`src/logic/card_irq_pkg.sv`:
```
// constants and register map of the card interrupt enable block
//
// Function
// - ready rising edge interrupts only when bit 10 set
// - slot 1 change interrupts only when bit 9 set
// - slot 0 change interrupts only when bit 8 set
// - compare computed code with stored spare code
// - code mismatch interrupts only when bit 1 set
// - flags read-only, cleared by writing one
// - slot flag sets only while its enable set
package card_irq_pkg;
    // byte addresses on the apb
    localparam logic [7:0]  OFS_ENABLE     = 8'hA8;
    localparam logic [7:0]  OFS_STATUS     = 8'hAC;
    localparam logic [7:0]  OFS_CLEAR      = 8'hB4;
    localparam logic [7:0]  OFS_ECC_STORED = 8'hB8;
    // field positions shared by enable, status and clear
    localparam int          BIT_ECC        = 1;
    localparam int          BIT_SLOT0      = 8;
    localparam int          BIT_SLOT1      = 9;
    localparam int          BIT_READY      = 10;
    // pin levels in status
    localparam int          BIT_SLOT0_PIN  = 16;
    localparam int          BIT_SLOT1_PIN  = 17;
    localparam int          BIT_READY_PIN  = 18;
    localparam logic [31:0] EVENT_MASK     = 32'h0000_0702;
    localparam logic [31:0] ENABLE_RESET   = 32'h0000_0000;
    localparam logic [31:0] STATUS_RESET   = 32'h0000_0000;
    localparam int          ECC_WIDTH      = 24;
endpackage

```
`src/logic/ecc_compare.sv`:
```
// compares the host-computed code with the code held in the spare area
`timescale 1ns/100ps
module ecc_compare
    import card_irq_pkg::*;
#(
    parameter int W = ECC_WIDTH
)(
    input  wire logic         core_clk,
    input  wire logic         rst_n,
    input  wire logic         check_strobe,
    input  wire logic [W-1:0] ecc_computed,
    input  wire logic [W-1:0] ecc_stored,
    output logic              mismatch_pulse
);
    // one-cycle pulse when codes differ at the end of a read
    always_ff @(posedge core_clk or negedge rst_n)
    begin
        if (!rst_n)
            mismatch_pulse <= 1'b0;
        else
            mismatch_pulse <= check_strobe && (ecc_computed != ecc_stored);
    end
endmodule // ecc_compare

```
`src/logic/nand_card_irq_enable.sv`:
```
// apb register block holding interrupt enables, event flags and irq output
`timescale 1ns/100ps
module nand_card_irq_enable
    import card_irq_pkg::*;
(
    input  wire logic                 core_clk,
    input  wire logic                 rst_n,
    input  wire logic                 psel,
    input  wire logic                 penable,
    input  wire logic                 pwrite,
    input  wire logic [7:0]           paddr,
    input  wire logic [31:0]          pwdata,
    output logic      [31:0]          prdata,
    output logic                      pready,
    output logic                      pslverr,
    input  wire logic                 ready_busy,
    input  wire logic                 slot0_detect,
    input  wire logic                 slot1_detect,
    input  wire logic                 ecc_check,
    input  wire logic [ECC_WIDTH-1:0] ecc_computed,
    output logic                      irq
);
    logic [31:0]          card_irq_enable_r;
    logic [31:0]          card_irq_status_r;
    logic [ECC_WIDTH-1:0] ecc_stored_r;
    logic                 ready_busy_r;
    logic                 slot0_r;
    logic                 slot1_r;
    logic                 ecc_mismatch;
    logic [31:0]          event_set;
    logic [31:0]          clear_mask;
    logic [31:0]          rdata_nxt;
    logic                 wr_access;
    logic                 addr_ok;

    // apb access phase; zero wait, unmapped address answers pslverr
    assign wr_access = psel && penable && pwrite;
    assign addr_ok   = (paddr == OFS_ENABLE) || (paddr == OFS_STATUS)
                    || (paddr == OFS_CLEAR) || (paddr == OFS_ECC_STORED);
    assign pready    = 1'b1;
    assign pslverr   = psel && penable && !addr_ok;

    ecc_compare #(.W(ECC_WIDTH)) u_cmp (
        .core_clk       (core_clk),
        .rst_n          (rst_n),
        .check_strobe   (ecc_check),
        .ecc_computed   (ecc_computed),
        .ecc_stored     (ecc_stored_r),
        .mismatch_pulse (ecc_mismatch)
    );

    // previous pin levels for edge detection
    always_ff @(posedge core_clk or negedge rst_n)
    begin
        if (!rst_n)
        begin
            ready_busy_r <= 1'b1; // idle level of ready, so release gives no false edge
            slot0_r      <= 1'b0;
            slot1_r      <= 1'b0;
        end
        else
        begin
            ready_busy_r <= ready_busy;
            slot0_r      <= slot0_detect;
            slot1_r      <= slot1_detect;
        end
    end

    // enable register
    always_ff @(posedge core_clk or negedge rst_n)
    begin
        if (!rst_n)
            card_irq_enable_r <= ENABLE_RESET;
        else if (wr_access && paddr == OFS_ENABLE)
            card_irq_enable_r <= pwdata & EVENT_MASK;
    end

    // stored spare-area code loaded by software
    always_ff @(posedge core_clk or negedge rst_n)
    begin
        if (!rst_n)
            ecc_stored_r <= '0;
        else if (wr_access && paddr == OFS_ECC_STORED)
            ecc_stored_r <= pwdata[ECC_WIDTH-1:0];
    end

    // events, each gated by its enable
    always_comb
    begin
        event_set            = '0;
        event_set[BIT_READY] = ready_busy && !ready_busy_r
                            && card_irq_enable_r[BIT_READY];
        event_set[BIT_SLOT1] = (slot1_detect != slot1_r)
                            && card_irq_enable_r[BIT_SLOT1];
        event_set[BIT_SLOT0] = (slot0_detect != slot0_r)
                            && card_irq_enable_r[BIT_SLOT0];
        event_set[BIT_ECC]   = ecc_mismatch && card_irq_enable_r[BIT_ECC];
    end

    // write one clears, at status or clear offset
    assign clear_mask = (wr_access && (paddr == OFS_STATUS || paddr == OFS_CLEAR))
                      ? (pwdata & EVENT_MASK) : 32'h0000_0000;

    // sticky flags; set wins over clear
    always_ff @(posedge core_clk or negedge rst_n)
    begin
        if (!rst_n)
            card_irq_status_r <= STATUS_RESET;
        else
            card_irq_status_r <= (card_irq_status_r & ~clear_mask) | event_set;
    end

    // read data mux, feeds the read data register
    always_comb
    begin
        rdata_nxt = 32'h0000_0000;
        case (paddr)
            OFS_ENABLE:
                rdata_nxt = card_irq_enable_r;
            OFS_STATUS:
            begin
                rdata_nxt                = card_irq_status_r;
                rdata_nxt[BIT_READY_PIN] = ready_busy;
                rdata_nxt[BIT_SLOT1_PIN] = slot1_detect;
                rdata_nxt[BIT_SLOT0_PIN] = slot0_detect;
            end
            OFS_ECC_STORED:
                rdata_nxt[ECC_WIDTH-1:0] = ecc_stored_r;
            default:
                rdata_nxt = 32'h0000_0000;
        endcase
    end

    // read data register; loaded in setup so it stands through the access cycle
    always_ff @(posedge core_clk or negedge rst_n)
    begin
        if (!rst_n)
            prdata <= 32'h0000_0000;
        else if (psel && !penable)
            prdata <= rdata_nxt;
    end

    // level interrupt
    assign irq = |(card_irq_status_r & card_irq_enable_r);

    a_ready_gate: assert property (@(posedge core_clk) disable iff (!rst_n)
        (ready_busy && !ready_busy_r && card_irq_enable_r[BIT_READY])
        |=> card_irq_status_r[BIT_READY])
        else $error("ready edge flag not set");
    a_ready_off: assert property (@(posedge core_clk) disable iff (!rst_n)
        (!card_irq_status_r[BIT_READY] && !card_irq_enable_r[BIT_READY])
        |=> !card_irq_status_r[BIT_READY])
        else $error("ready flag set while disabled");
    a_slot1_gate: assert property (@(posedge core_clk) disable iff (!rst_n)
        $rose(card_irq_status_r[BIT_SLOT1])
        |-> $past(card_irq_enable_r[BIT_SLOT1]) && $past(slot1_detect != slot1_r))
        else $error("slot1 flag set without cause");
    a_slot0_gate: assert property (@(posedge core_clk) disable iff (!rst_n)
        $rose(card_irq_status_r[BIT_SLOT0])
        |-> $past(card_irq_enable_r[BIT_SLOT0]) && $past(slot0_detect != slot0_r))
        else $error("slot0 flag set without cause");
    a_ecc_compare: assert property (@(posedge core_clk) disable iff (!rst_n)
        (ecc_check && ecc_computed != ecc_stored_r) |=> ecc_mismatch)
        else $error("mismatch not detected");
    a_ecc_gate: assert property (@(posedge core_clk) disable iff (!rst_n)
        (ecc_mismatch && card_irq_enable_r[BIT_ECC]) |=> card_irq_status_r[BIT_ECC])
        else $error("ecc flag not set");
    a_w1c_clear: assert property (@(posedge core_clk) disable iff (!rst_n)
        (clear_mask[BIT_ECC] && !event_set[BIT_ECC])
        |=> !card_irq_status_r[BIT_ECC])
        else $error("write one did not clear");
    a_slot_enable: assert property (@(posedge core_clk) disable iff (!rst_n)
        (!card_irq_enable_r[BIT_SLOT0] && !card_irq_status_r[BIT_SLOT0])
        |=> !card_irq_status_r[BIT_SLOT0])
        else $error("slot0 flag while disabled");
    a_irq_level: assert property (@(posedge core_clk) disable iff (!rst_n)
        (card_irq_enable_r[BIT_ECC] && card_irq_status_r[BIT_ECC]) |-> irq)
        else $error("irq low with enabled flag");

    // disabled events leave their flags clear
    a_slot1_off: assert property (@(posedge core_clk) disable iff (!rst_n)
        (!card_irq_enable_r[BIT_SLOT1] && !card_irq_status_r[BIT_SLOT1])
        |=> !card_irq_status_r[BIT_SLOT1])
        else $error("slot1 flag while disabled");
    a_ecc_off: assert property (@(posedge core_clk) disable iff (!rst_n)
        (!card_irq_enable_r[BIT_ECC] && !card_irq_status_r[BIT_ECC])
        |=> !card_irq_status_r[BIT_ECC])
        else $error("ecc flag while disabled");

    // code comparison answers only to a check strobe with differing codes
    a_ecc_quiet: assert property (@(posedge core_clk) disable iff (!rst_n)
        !ecc_check |=> !ecc_mismatch)
        else $error("mismatch without check");
    a_ecc_equal: assert property (@(posedge core_clk) disable iff (!rst_n)
        (ecc_check && ecc_computed == ecc_stored_r) |=> !ecc_mismatch)
        else $error("mismatch on equal codes");

    // write one clears and otherwise flags stay put
    a_ready_clear: assert property (@(posedge core_clk) disable iff (!rst_n)
        (clear_mask[BIT_READY] && !event_set[BIT_READY])
        |=> !card_irq_status_r[BIT_READY])
        else $error("ready flag not cleared");
    a_slot0_clear: assert property (@(posedge core_clk) disable iff (!rst_n)
        (clear_mask[BIT_SLOT0] && !event_set[BIT_SLOT0])
        |=> !card_irq_status_r[BIT_SLOT0])
        else $error("slot0 flag not cleared");
    a_slot1_clear: assert property (@(posedge core_clk) disable iff (!rst_n)
        (clear_mask[BIT_SLOT1] && !event_set[BIT_SLOT1])
        |=> !card_irq_status_r[BIT_SLOT1])
        else $error("slot1 flag not cleared");
    a_ready_hold: assert property (@(posedge core_clk) disable iff (!rst_n)
        (card_irq_status_r[BIT_READY] && !clear_mask[BIT_READY])
        |=> card_irq_status_r[BIT_READY])
        else $error("ready flag lost");
    a_ecc_hold: assert property (@(posedge core_clk) disable iff (!rst_n)
        (card_irq_status_r[BIT_ECC] && !clear_mask[BIT_ECC])
        |=> card_irq_status_r[BIT_ECC])
        else $error("ecc flag lost");

    // enabled flags drive the interrupt line
    a_irq_ready: assert property (@(posedge core_clk) disable iff (!rst_n)
        (card_irq_enable_r[BIT_READY] && card_irq_status_r[BIT_READY]) |-> irq)
        else $error("irq low with ready flag");
    a_irq_slots: assert property (@(posedge core_clk) disable iff (!rst_n)
        ((card_irq_enable_r[BIT_SLOT0] && card_irq_status_r[BIT_SLOT0])
        || (card_irq_enable_r[BIT_SLOT1] && card_irq_status_r[BIT_SLOT1])) |-> irq)
        else $error("irq low with slot flag");

    c_ready_irq: cover property (@(posedge core_clk) disable iff (!rst_n)
        event_set[BIT_READY] ##1 irq);
    c_slot1_irq: cover property (@(posedge core_clk) disable iff (!rst_n)
        event_set[BIT_SLOT1] ##1 irq);
    c_slot0_irq: cover property (@(posedge core_clk) disable iff (!rst_n)
        event_set[BIT_SLOT0] ##1 irq);
    c_ecc_irq:   cover property (@(posedge core_clk) disable iff (!rst_n)
        event_set[BIT_ECC] ##1 irq ##[1:20] !irq);
endmodule // nand_card_irq_enable

```
`config.mk`:
```
export PLATFORM = sky130hd
export DESIGN_NAME = nand_card_irq_enable
export DESIGN_NICKNAME = d
export VERILOG_FILES = /design/src/logic/card_irq_pkg.sv /design/src/logic/ecc_compare.sv /design/src/logic/nand_card_irq_enable.sv
export SDC_FILE = /design/constraint.sdc
export NUM_CORES = 1
export LEC_CHECK = 0
export ABC_AREA = 0
export BUFFER_PORTS_ARGS = -buffer_cell sky130_fd_sc_hd__buf_2
export CAP_MARGIN = 20
export CORE_AREA = 2 2 69 88
export CTS_BUF_LIST = sky130_fd_sc_hd__clkbuf_8
export DETAILED_ROUTE_END_ITERATION = 10
export DIE_AREA = 0 0 71 90
export GPL_ROUTABILITY_DRIVEN = 0
export GPL_TIMING_DRIVEN = 0
export PLACE_DENSITY = 0.95
export SYNTH_ARGS = -nofsm -noshare
export SYNTH_HDL_FRONTEND = slang
export SYNTH_HIERARCHICAL = 1
export SYNTH_SLANG_ARGS = --single-unit
export TNS_END_PERCENT = 5
```
`constraint.sdc`:
```
create_clock -name core_clk -period 2.46 [get_ports core_clk]
set_clock_uncertainty 0.1 [all_clocks]
set_input_delay 0.123 -clock core_clk [delete_from_list [all_inputs] [get_ports core_clk]]
set_output_delay 0.123 -clock core_clk [all_outputs]
set_load 0.02 [all_outputs]
```
# --- Word level (Yosys, flattened, before mapping) ---
# Cells that the tools add are included.
op_classes:
  n_eq_ne: 7
  muxes: 3
  n_bitwise: 4
  n_reduce_logical: 21
op_table:
  columns: ["operator", "n"]
  rows:
  - ["$pmux W24 S3", 1]
  - ["$and A32 B11 Y32", 1]
  - ["$and A32 B32 Y32", 1]
  - ["$eq A8 B8 Y1 const B", 4]
  - ["$not A11 Y32", 1]
  - ["$or A32 B11 Y32", 1]
  - ["$reduce_or A32 Y1", 1]
  - ["$ne A24 B24 Y1", 1]
  - ["$logic_and A1 B1 Y1", 13]
  - ["$mux W11", 1]
  - ["$mux W8", 1]
  - ["$logic_or A1 B1 Y1", 4]
  - ["$logic_not A1 Y1", 3]
  - ["$ne A1 B1 Y1", 2]
totals:
  ff_bits: 96
  inputBits: 73
  output_inout_bits: 35
  elab_cells: 43

# --- Logic depth before layout (Yosys ltp) ---
# Gate-level depths: netlist of the first run.
logic_depth:
  depth_word: 7
  ltp_mapped: 5
  depth_no_buf: 4

# --- Hierarchy ---
# The synthesis of the first run kept the hierarchy.
by_module_without_submodules:
  columns: ["module", "n_inst", "cells_each", "area_each_um2", "seq_area_each_um2"]
  rows:
  - ["nand_card_irq_enable", 1, 223, 2695.1, 1477.7]
  - ["ecc_compare", 1, 33, 287.8, 25.0]

# --- Least setup slack after synthesis of the first run ---
# OpenSTA, ideal clock, no wires.
synth_timing:
  path_type: "register to register"
  start: "reg ecc_stored_r[22]"
  end: "reg u_cmp.mismatch_pulse"
  setup_ns: 0.124
  arrival_time_ns: 1.126
  required_time_ns: 2.236
  path_slack_ns: 1.110
  path_stages_with_launch: 5
  n_path_buf: 0
  synth_period_minus_slack_ns: 1.350
  path_cell_list: "dfrtp_1 -> xor2_1 -> nor4_1 -> nand4_1 -> o31a_1"
synth_between:
  elab_chain_cells: 2
synth_rtl:
  columns: ["element", "line", "text"]
  rows:
  - ["start: declaration", "nand_card_irq_enable.sv:25", "logic [ECC_WIDTH-1:0] ecc_stored_r;"]
  - ["start signal: assignment", "nand_card_irq_enable.sv:84", "ecc_stored_r <= pwdata[ECC_WIDTH-1:0];"]
  - ["$ne A24 B24 Y1", "ecc_compare.sv:21", "mismatch_pulse <= check_strobe && (ecc_computed != ecc_stored);"]
  - ["$logic_and A1 B1 Y1", "ecc_compare.sv:21", null]
  - ["end signal: assignment", "ecc_compare.sv:21", null]
  - ["end: declaration", "ecc_compare.sv:13", "output logic mismatch_pulse"]
# No other way between the ends.
# A chain may end at the register's enable or synchronous reset.

# --- Worst setup path in the final report of the first run ---
layout_timing:
  start: "reg ecc_stored_r[10]"
  end: "reg u_cmp.mismatch_pulse"
# Same word-level chain as after synthesis.

==> results, run 1 <==
- The final standard cell area without fillers is 0.004050 mm^2.
- The max-slew violation count is 0.
- The net count of the finished layout is 466.
- IR analysis of the VDD net gives a maximum drop of 0.0005708 V.
- Counting flops and latches in the post-synthesis netlist gives 60.
- The worst setup path is launched from a flop.
- Before antenna repair, the detailed router went through 6 iterations.
- Subtracting the final worst setup slack from the clock period gives 1.595 ns.
- The total buffers and inverters traversed by the critical path is 0.
- The die footprint is 0.006390 mm^2.
- For this design the static power due to leakage is 2.105 nW.
- The flow ran to the end, and the final reports show no timing, DRC or antenna violations.
- Once routing completed, OpenROAD measured the worst setup slack at 0.8651 ns.
- Using the TritonRoute via totals, the vias-per-cell ratio works out to 5.457.
- Entering global routing, the biggest net connects 32 pins.
- The quantity of gates resized following cts is 0.
- The maximum fanout count along the critical path is 3.
- TritonCTS built the clock tree.
- In the synthesized netlist, the number of instances is 256.
- In the global route stage, overall resource usage came out at 0.2585.
- The root buffer cell chosen for the clock tree is clkbuf_8.
- For the worst setup path, the data required time is 2.57 ns.
- The most frequent cell after synthesis is dfrtp_1.
- For this design the top-level I/O count stands at 108.
- Yosys attributes the largest share of cell area to dfrtp_1, mux2_4, nand2_1.
- The die is 71 um wide.
- By count the netlist is led by dfrtp_1, nand2_1, mux2_4, xor2_1, o21ai_0.
- The deepest clock path buffer count is 2.
- The clock network latency to the later pin of the worst-skew pair is 0.33 ns.
- Setup violations remaining at the end of the flow were counted as 0.
- The power density over cell area is 529.5 mW/mm^2.
- For this configuration, the core starts out at a cell density of 0.5304.
- The maximum clock frequency is 0.6270 GHz.
- The number of global-route vias before repair is 2706.
- Counting the buffers created by CTS gives 9.
- The kind of end point of the critical path is a flop.
- The total of warnings raised by yosys is 6.
- The per-cell routed wire length is 17.20 um.
- The slowest stage of the critical path is the dfrtp_1 cell.
- The setup path with the least slack is of type reg -> reg.
- For the pin with the worst max-slew slack, the measured transition is 0.6886 ns.
- The region available for standard cell placement spans 0.005624 mm^2.
- Setup repair after global routing left no endpoint under its margin.
- The worst hold path class is in -> reg.
- The count of unresolved DRC violations after routing is 0.
- Of the synthesized area, sequential elements account for 0.5038.
- In the synthesized netlist the dominant register cell turns out to be dfrtp_1.
- The share of flip-flops with an asynchronous set or reset after synthesis is 1.000.
- The worst pin sits at a relative slew slack of 0.5409.
- For this run, the slowest stage of the critical path takes 0.42 ns.
- The height of the die is 90 um.
- The number of antenna violations at the first check in global routing is 0.
- The clock-pin slew on the worst setup and hold paths is 0.07 ns.
- Data on the critical path arrives at its endpoint at 1.70 ns.
- The final sum of negative setup slack is 0 ns.
- The max-cap check violation count is 0.
- The signed area change from the synthesized netlist to the final layout is 35.78%.
- The final routed wirelength across all metal layers is 7.983 mm.
- Of the available clock period, the critical path in the final layout requires 0.6483.
- Of the cells placed in the final design, the portion with a size suffix greater than 1 is 0.3769.
- The global route total overflow is 0.
- The synthesized netlist contains 38 unique library cells.
- During placement, the flow inserted port buffers numbering 89.
- The antenna diode instance count is 0.
- The number of cell rows is 31.
- The detailed placer's ending HPWL is 5.733 mm.
- The detail route stage leaves a number of antenna-violating nets equal to 0.
- The H-tree was split into 3 levels.
- Each instance of the synthesized netlist takes up on average 11.65 um^2.
- Walking the worst path, the cells encountered are xor2_1 > nor4_1 > nand4_1 > o31a_1.
- The largest total area in the synthesized netlist belongs to dfrtp_1.
- The post-synthesis cell area is 0.002983 mm^2.
- The global-route wire length before repair is 12.74 mm.
- The number of enable-type register cells in the synthesized netlist is 0.
- The family with the most delay on the worst path is simple AND/OR/NAND/NOR gates.
- The worst slack at placement is 0.7773 ns.
- The count of endpoints failing hold in the final timing report is 0.
- For this block, the initial DRC count from the detailed router was 174.
- The instance area after placement is 0.003557 mm^2.
- The clock net in this run drives a total of 60 sinks.
- The routed layout has 2532 vias.
- Of the post-synthesis cell area, the dominant cell type holds 0.4950.
-- cell families after synthesis --
family,share of synthesized area
multiplexers,0.1443
XOR/XNOR,0.08222
other,0.002518
flip-flops,0.5038
AND/OR/NAND/NOR,0.1313
AO/OA/AOI/OAI,0.09019
buffers and inverters,0.04572
-- repair_timing --
item	in CTS	in global routing
endpoints found under the hold margin	60	0
buffers inserted	0	0
hold buffers	29	0
-- sequential cells by signal, indices dropped and copies added, names as in the netlist --
name                  cells
prdata                   24
u_cmp/mismatch_pulse      1
card_irq_status_r         4
slot0_r                   1
card_irq_enable_r         4
slot1_r                   1
ready_busy_r              1
ecc_stored_r             24
-- per-layer routing --
layer,vias up,track usage,part of all wire
met5,-,0,0
met4,0,0.09906,0.018
met3,14,0.05605,0.048
met2,113,0.4618,0.54
met1,1244,0.2967,0.40
li1,1161,-,-
-- worst reg2reg max path: cells and delay by family, from the launching register on --
kind,cells,cell delay (ns)
xor+xnor,1,0.18
flops,1,0.42
compound gates,1,0.26
simple gates,2,0.51
-- area by class of cell --
cell class | instances | area (um^2)
Timing Repair Buffer | 119 | 755.7
Sequential cell | 60 | 1503
Multi-Input combinational cell | 182 | 1370
Fill cell | 378 | 1574
Buffer | 20 | 132.6
Inverter | 1 | 3.754
Clock inverter | 5 | 51.30
Clock buffer | 11 | 151.4
Tap cell | 66 | 82.58
-- through the flow --
| stage | instances | utilization | hold WS, ns | power (mW) |
|---|---|---|---|---|
| final | 464 | 0.7201 | 0.09593 | 2.145 |
| after global routing | 464 | 0.7201 | 0.1092 | 2.228 |
| after CTS | 464 | 0.7201 | 0.08639 | 2.155 |
| after detailed placement | 419 | 0.6325 | 0.1017 | 1.237 |
| after global placement | 418 | 0.6289 | 0.1675 | 1.224 |
| after floorplan | 263 | - | -0.2726 | 1.127 |
-- cell usage in the layout (no fill, tap or decap), types with 2 or more instances in the layout --
cell type      netlist  routed
nor4_1               4       4
dlygate4sd3_1        0      29
inv_1                1       2
clkbuf_1             7       7
nand2_1             45      45
buf_6                3       3
o21ai_0             17      17
xnor2_1              9       9
a22oi_1              5       5
clkbuf_8             0      11
buf_2                1      90
nand4_1              5       5
a221o_1              3       3
mux2_4              20      20
dfrtp_1             59      59
nor2b_1              6       6
a2bb2oi_1            4       4
nor4bb_1             2       2
clkinv_2             0       2
mux2_2               8       8
buf_4                9       9
o31ai_1              7       7
xor2_1              19      19
mux2i_1              4       4
conb_1               2       9
-- report_power, final --
part	internal (mW)	switching [mW]	leakage, nW
clock network	0.516	0.370	0.107
logic	0.126	0.125	1.19
registers	0.998	0.00897	0.806
-- worst paths after layout --
path | start | cells after the start | end | slack [ns]
max in group asynchronous | rst_n | 3 | prdata[13]$_DFFE_PN0P_ | 1.37
min in group asynchronous | rst_n | 2 | slot1_r$_DFF_PN0_ | 0.28
worst max register to register | ecc_stored_r[10]$_DFFE_PN0P_ | 4 | u_cmp/mismatch_pulse$_DFF_PN0_ | 0.87
worst min-delay path | psel | 3 | prdata[1]$_DFFE_PN0P_ | 0.1
worst min register to register | prdata[2]$_DFFE_PN0P_ | 2 | prdata[2]$_DFFE_PN0P_ | 0.38
worst max-delay path | ecc_stored_r[10]$_DFFE_PN0P_ | 4 | u_cmp/mismatch_pulse$_DFF_PN0_ | 0.87
No activity file was read; power rests on OpenSTA's default activity.
==> inputs of run 2 (changes only) <==
--- a/config.mk
+++ b/config.mk
@@ -5,16 +5,16 @@
 export SDC_FILE = /design/constraint.sdc
 export NUM_CORES = 1
 export LEC_CHECK = 0
-export ABC_AREA = 0
+export ABC_AREA = 1
 export BUFFER_PORTS_ARGS = -buffer_cell sky130_fd_sc_hd__buf_2
 export CAP_MARGIN = 20
-export CORE_AREA = 2 2 69 88
+export CORE_AREA = 2 2 74 94
 export CTS_BUF_LIST = sky130_fd_sc_hd__clkbuf_8
 export DETAILED_ROUTE_END_ITERATION = 10
-export DIE_AREA = 0 0 71 90
+export DIE_AREA = 0 0 76 96
 export GPL_ROUTABILITY_DRIVEN = 0
 export GPL_TIMING_DRIVEN = 0
-export PLACE_DENSITY = 0.95
+export PLACE_DENSITY = 0.91
 export SYNTH_ARGS = -nofsm -noshare
 export SYNTH_HDL_FRONTEND = slang
 export SYNTH_HIERARCHICAL = 1
==> constraint.sdc (replaced) <==
create_clock -name core_clk -period 1.53 [get_ports core_clk]
set_clock_uncertainty 0.1 [all_clocks]
set_input_delay 0.0765 -clock core_clk [delete_from_list [all_inputs] [get_ports core_clk]]
set_output_delay 0.0765 -clock core_clk [all_outputs]
set_load 0.02 [all_outputs]
==> run 2 against run 1 <==
Against the previous run: setup slack got worse by 0.68 ns; sequential cell count stayed put; critical path depth rose by 5; worst hold slack worse by 0.077 ns; maximum frequency rose by 19%; non-clock buffer count increased by 4; area after synthesis up 8.6%; register-to-register slack worse by 0.68 ns; first-iteration DRC count increased by 44%; combinational power rose by 63%; critical endpoint unchanged; largest cell class unchanged.
==> results, run 2 <==
- The run finished with clean final reports.
- The count of unresolved DRC violations after routing is 0 (unchanged).
- The slew of the pin with the lowest slew margin is 0.5864 ns (-0.1022 ns).
- The antenna diode instance count came to 0 (unchanged).
- The clock network latency to the later pin of the worst-skew pair is 0.34 ns (about the same).
- The die footprint is 0.007296 mm^2 (+14%).
- The required arrival time at the worst endpoint is 1.66 ns (-0.91 ns).
- The setup slack after layout is 0.1848 ns (-0.6803 ns).
- The number of setup buffers added after CTS is 0 (unchanged).
- Leaving out fill and tap cells, the most frequent cell in the layout is nand2_1.
- The number of enable-type register cells in the synthesized netlist is 0 (unchanged).
- The met3 layer usage reported by global route was 0.07036 (+0.01430).
- The mean instance size in the synthesized netlist is 7.215 um^2 (-38%).
- By instance count, the leading cell after synthesis is nand2_1.
- The number of cell rows is 33 (+6.5%).
- Yosys attributes the largest share of cell area to dfrtp_1, nand2_1, nand3_1.
- The part of the Yosys area used for sequential elements is 0.4639 (-0.03989).
- By area, the combinational part of the netlist is dominated by simple AND/OR/NAND/NOR gates.
- The number of unique standard cell types used by synthesis was 25 (-34%).
- Compared with the post-synthesis result, the final layout area differs by 32.87%.
- The count of endpoints failing hold in the final timing report is 0 (unchanged).
- The number of cell instances on the worst register-to-register path is 9 (+5).
- The iteration-0 DRC count of the detailed router is 250 (+44%).
- The share of synthesized cell area in and, or, nand and nor gates came to 0.3646 (+0.2333).
- The number of clock sinks seen by CTS is 60 (unchanged).
- TritonCTS built the clock tree.
- The maximum clock frequency was 0.7434 GHz (+19%).
- The data arrival time of the critical path is 1.48 ns (-0.22 ns).
- The via total after detailed routing came to 3285 (+30%).
- The number of global-route vias before repair came to 3275 (+21%).
- The cell at the root of the clock tree is clkbuf_8.
- The instance area after placement was 0.003845 mm^2 (+8.1%).
- The proportion of netlist area held by the largest area contributor is 0.4558 (-0.03919).
- For this run, the leading register cell type out of synthesis is dfrtp_1.
- The number of filler instances in the final layout is 511 (+35%).
- The number of antenna violations at the first check in global routing is 0 (unchanged).
- The worst supply voltage drop on vdd is 0.0009679 V (+70%).
- The layer with the highest usage is met2.
- The multiplexer share of the synthesized area is 0 (-0.1443).
- The worst slack at placement is 0.1400 ns (-0.6372 ns).
- The final routed wirelength across all metal layers is 8.789 mm (+10%).
- The register bit total from synthesis came to 60 (unchanged).
- The min-delay analysis places its worst path in the category in -> reg.
- The largest registers in the layout are ecc_stored_r: 24 flops, prdata: 24 flops.
- The critical path is of the reg -> reg type.
- The number of standard cells after synthesis is 449 (+75%).
- The max-cap check violation count is 0 (unchanged).
- The max-slew violation count is 0 (unchanged).
- The cell count of the worst hold path is 4 (+1).
- The biggest area contributor in the post-synthesis netlist is dfrtp_1.
- The portion of the clock cycle consumed by the worst path in the final layout is 0.8792 (+0.2309).
- The number of detailed-routing iterations run before antenna repair came to 4 (-2).
- The quantity of gates resized following cts is 0 (unchanged).
- The count of antenna-violating nets left after detailed routing is 0 (unchanged).
- Setup repair after global routing left no endpoint under its margin.
- The met1 track demand over resource in global routing was 0.2608 (-0.03584).
- The number of buffers created by CTS is 9 (unchanged).
- The height of the die is 96 um (+6.7%).
- The H-tree level count is 3 (unchanged).
- By count the netlist is led by nand2_1, dfrtp_1, inv_1, nand3_1, nor2_1.
- The worst setup path is launched from a flop.
- The final-stage net count is 660 (+42%).
- The number of I/O port buffers is 90 (+1.1%).
- The total power of the final layout came to 3.299 mW (+54%).
- The detailed placer's ending HPWL was 6.024 mm (+5.1%).
- The total of warnings raised by yosys is 6 (unchanged).
- The static leakage is 2.519 nW (+20%).
- The per-cell routed wire length came to 12.96 um (-25%).
- The share of flip-flops with an asynchronous set or reset after synthesis is 1.000 (unchanged).
- The starting density of the core is 0.5062 (-0.02421).
- The number of vias per cell after detailed routing was 4.845 (-11%).
- The final standard cell area without fillers was 0.004304 mm^2 (+6.3%).
- The maximum fanout count along the critical path came to 4 (+1).
- The clock-pin slew on the worst setup and hold paths is 0.07 ns (about the same).
- The xor and xnor area share after synthesis is 0.01081 (-0.07140).
- The overall track demand over capacity in global routing is 0.2552 (-0.003335).
- The final critical-path required period came to 1.345 ns (-0.2497 ns).
- The proportion of layout cells with a drive suffix above 1 is 0.2403 (-0.1366).
- The power density over cell area was 766.5 mW/mm^2 (+45%).
- The hold buffer count at cts is 29 (unchanged).
- The area inside the core boundary was 0.006400 mm^2 (+14%).
- The global-route track usage on met2 was 0.4851 (+0.02328).
- The adder-cell area share of the yosys netlist is 0 (unchanged).
- The deepest clock path buffer count is 2 (unchanged).
- The synthesized-area fraction occupied by ao, oa, aoi and oai cells is 0.04480 (-0.04538).
- The worst relative slew slack is 0.6091 (+0.06810).
- The global route total overflow is 0 (unchanged).
- The final sum of negative setup slack came to 0 ns (unchanged).
- The global-route wire length before repair was 14.48 mm (+14%).
- STA classifies the critical path endpoint as a flop.
- The post-synthesis cell area is 0.003239 mm^2 (+8.6%).
- The number of top-level pins was 108 (unchanged).
- The die width is 76 um (+7.0%).
- The number of setup violations in the final report was 0 (unchanged).
- In the layout the commonest cells are nand2_1, buf_2, dfrtp_1, inv_1, nand3_1.
- The pin count of the biggest net entering global routing is 38 (+19%).
run 2: cell types whose count changed after synthesis, moves of 15 or more:
cell,before,now
nand2_1,45,192
inv_1,1,52
nand3_1,0,45
nor2_1,1,30
mux2_4,20,0
xor2_1,19,4
run 2: final cells by class:
type	count	area (um^2)	area share
sequential	60	1503	0.3491
multi-input combinational	320	1395	0.3241
timing repair buffer	120	760.7	0.1767
inverter	53	203.9	0.04738
buffer	23	163.9	0.03808
clock buffer	11	151.4	0.03517
tap	87	108.9	0.02529
clock inverter	4	17.52	0.004070
run 2: logic make-up (layout without fill, tap and decap cells):
logic type	after synthesis	in the layout
flip-flops	60	60
AND/OR/NAND/NOR	281	281
AO/OA/AOI/OAI	26	26
XOR/XNOR	4	4
other	2	9
buffers and inverters	76	211
run 2: worst max-delay path, stage by stage, from the launching register on:
cell,delay [ns]
dfrtp_1,0.41
inv_1,0.06
nand2_1,0.07
nand2_1,0.06
nor2_1,0.16
nand2_1,0.08
nor2_1,0.12
nand3_1,0.08
nand2_1,0.06
inv_1,0.03
run 2: routing by layer:
layer  vias up  share of wire  routed length (um)
met5         -              0                   0
met4         0          0.029                 254
met3        22          0.059                 516
met2       111           0.54                4748
met1      1528           0.37                3270
li1       1624              -                   -
run 2: path summary, 6_finish.rpt:
check	start	slack, ns	to
worst max-delay path	ecc_stored_r[13]$_DFFE_PN0P_	0.18	u_cmp/mismatch_pulse$_DFF_PN0_
worst min-delay path	psel	0.02	prdata[21]$_DFFE_PN0P_
worst max register to register	ecc_stored_r[13]$_DFFE_PN0P_	0.18	u_cmp/mismatch_pulse$_DFF_PN0_
worst min register to register	u_cmp/mismatch_pulse$_DFF_PN0_	0.35	card_irq_status_r[1]$_DFF_PN0_
max in group asynchronous	rst_n	0.49	ready_busy_r$_DFF_PN1_
min in group asynchronous	rst_n	0.17	ecc_stored_r[6]$_DFFE_PN0P_
run 2: metrics by stage:
stage / hold slack [ns] / instances / util
floorplan: -0.3191 / 456 / -
global placement: 0.09357 / 633 / 0.5977
detailed placement: 0.002395 / 634 / 0.6008
CTS: 0.02082 / 678 / 0.6725
global route: 0.05846 / 678 / 0.6725
finish: 0.01875 / 678 / 0.6725
run 2: power breakdown:
group | internal, mW | switching (mW) | leakage [nW] | total (mW)
Combinational | 0.187 | 0.225 | 1.60 | 0.411
Sequential | 1.62 | 0.0248 | 0.820 | 1.64
Clock | 0.649 | 0.596 | 0.0976 | 1.25
Total | 2.45 | 0.845 | 2.52 | 3.30
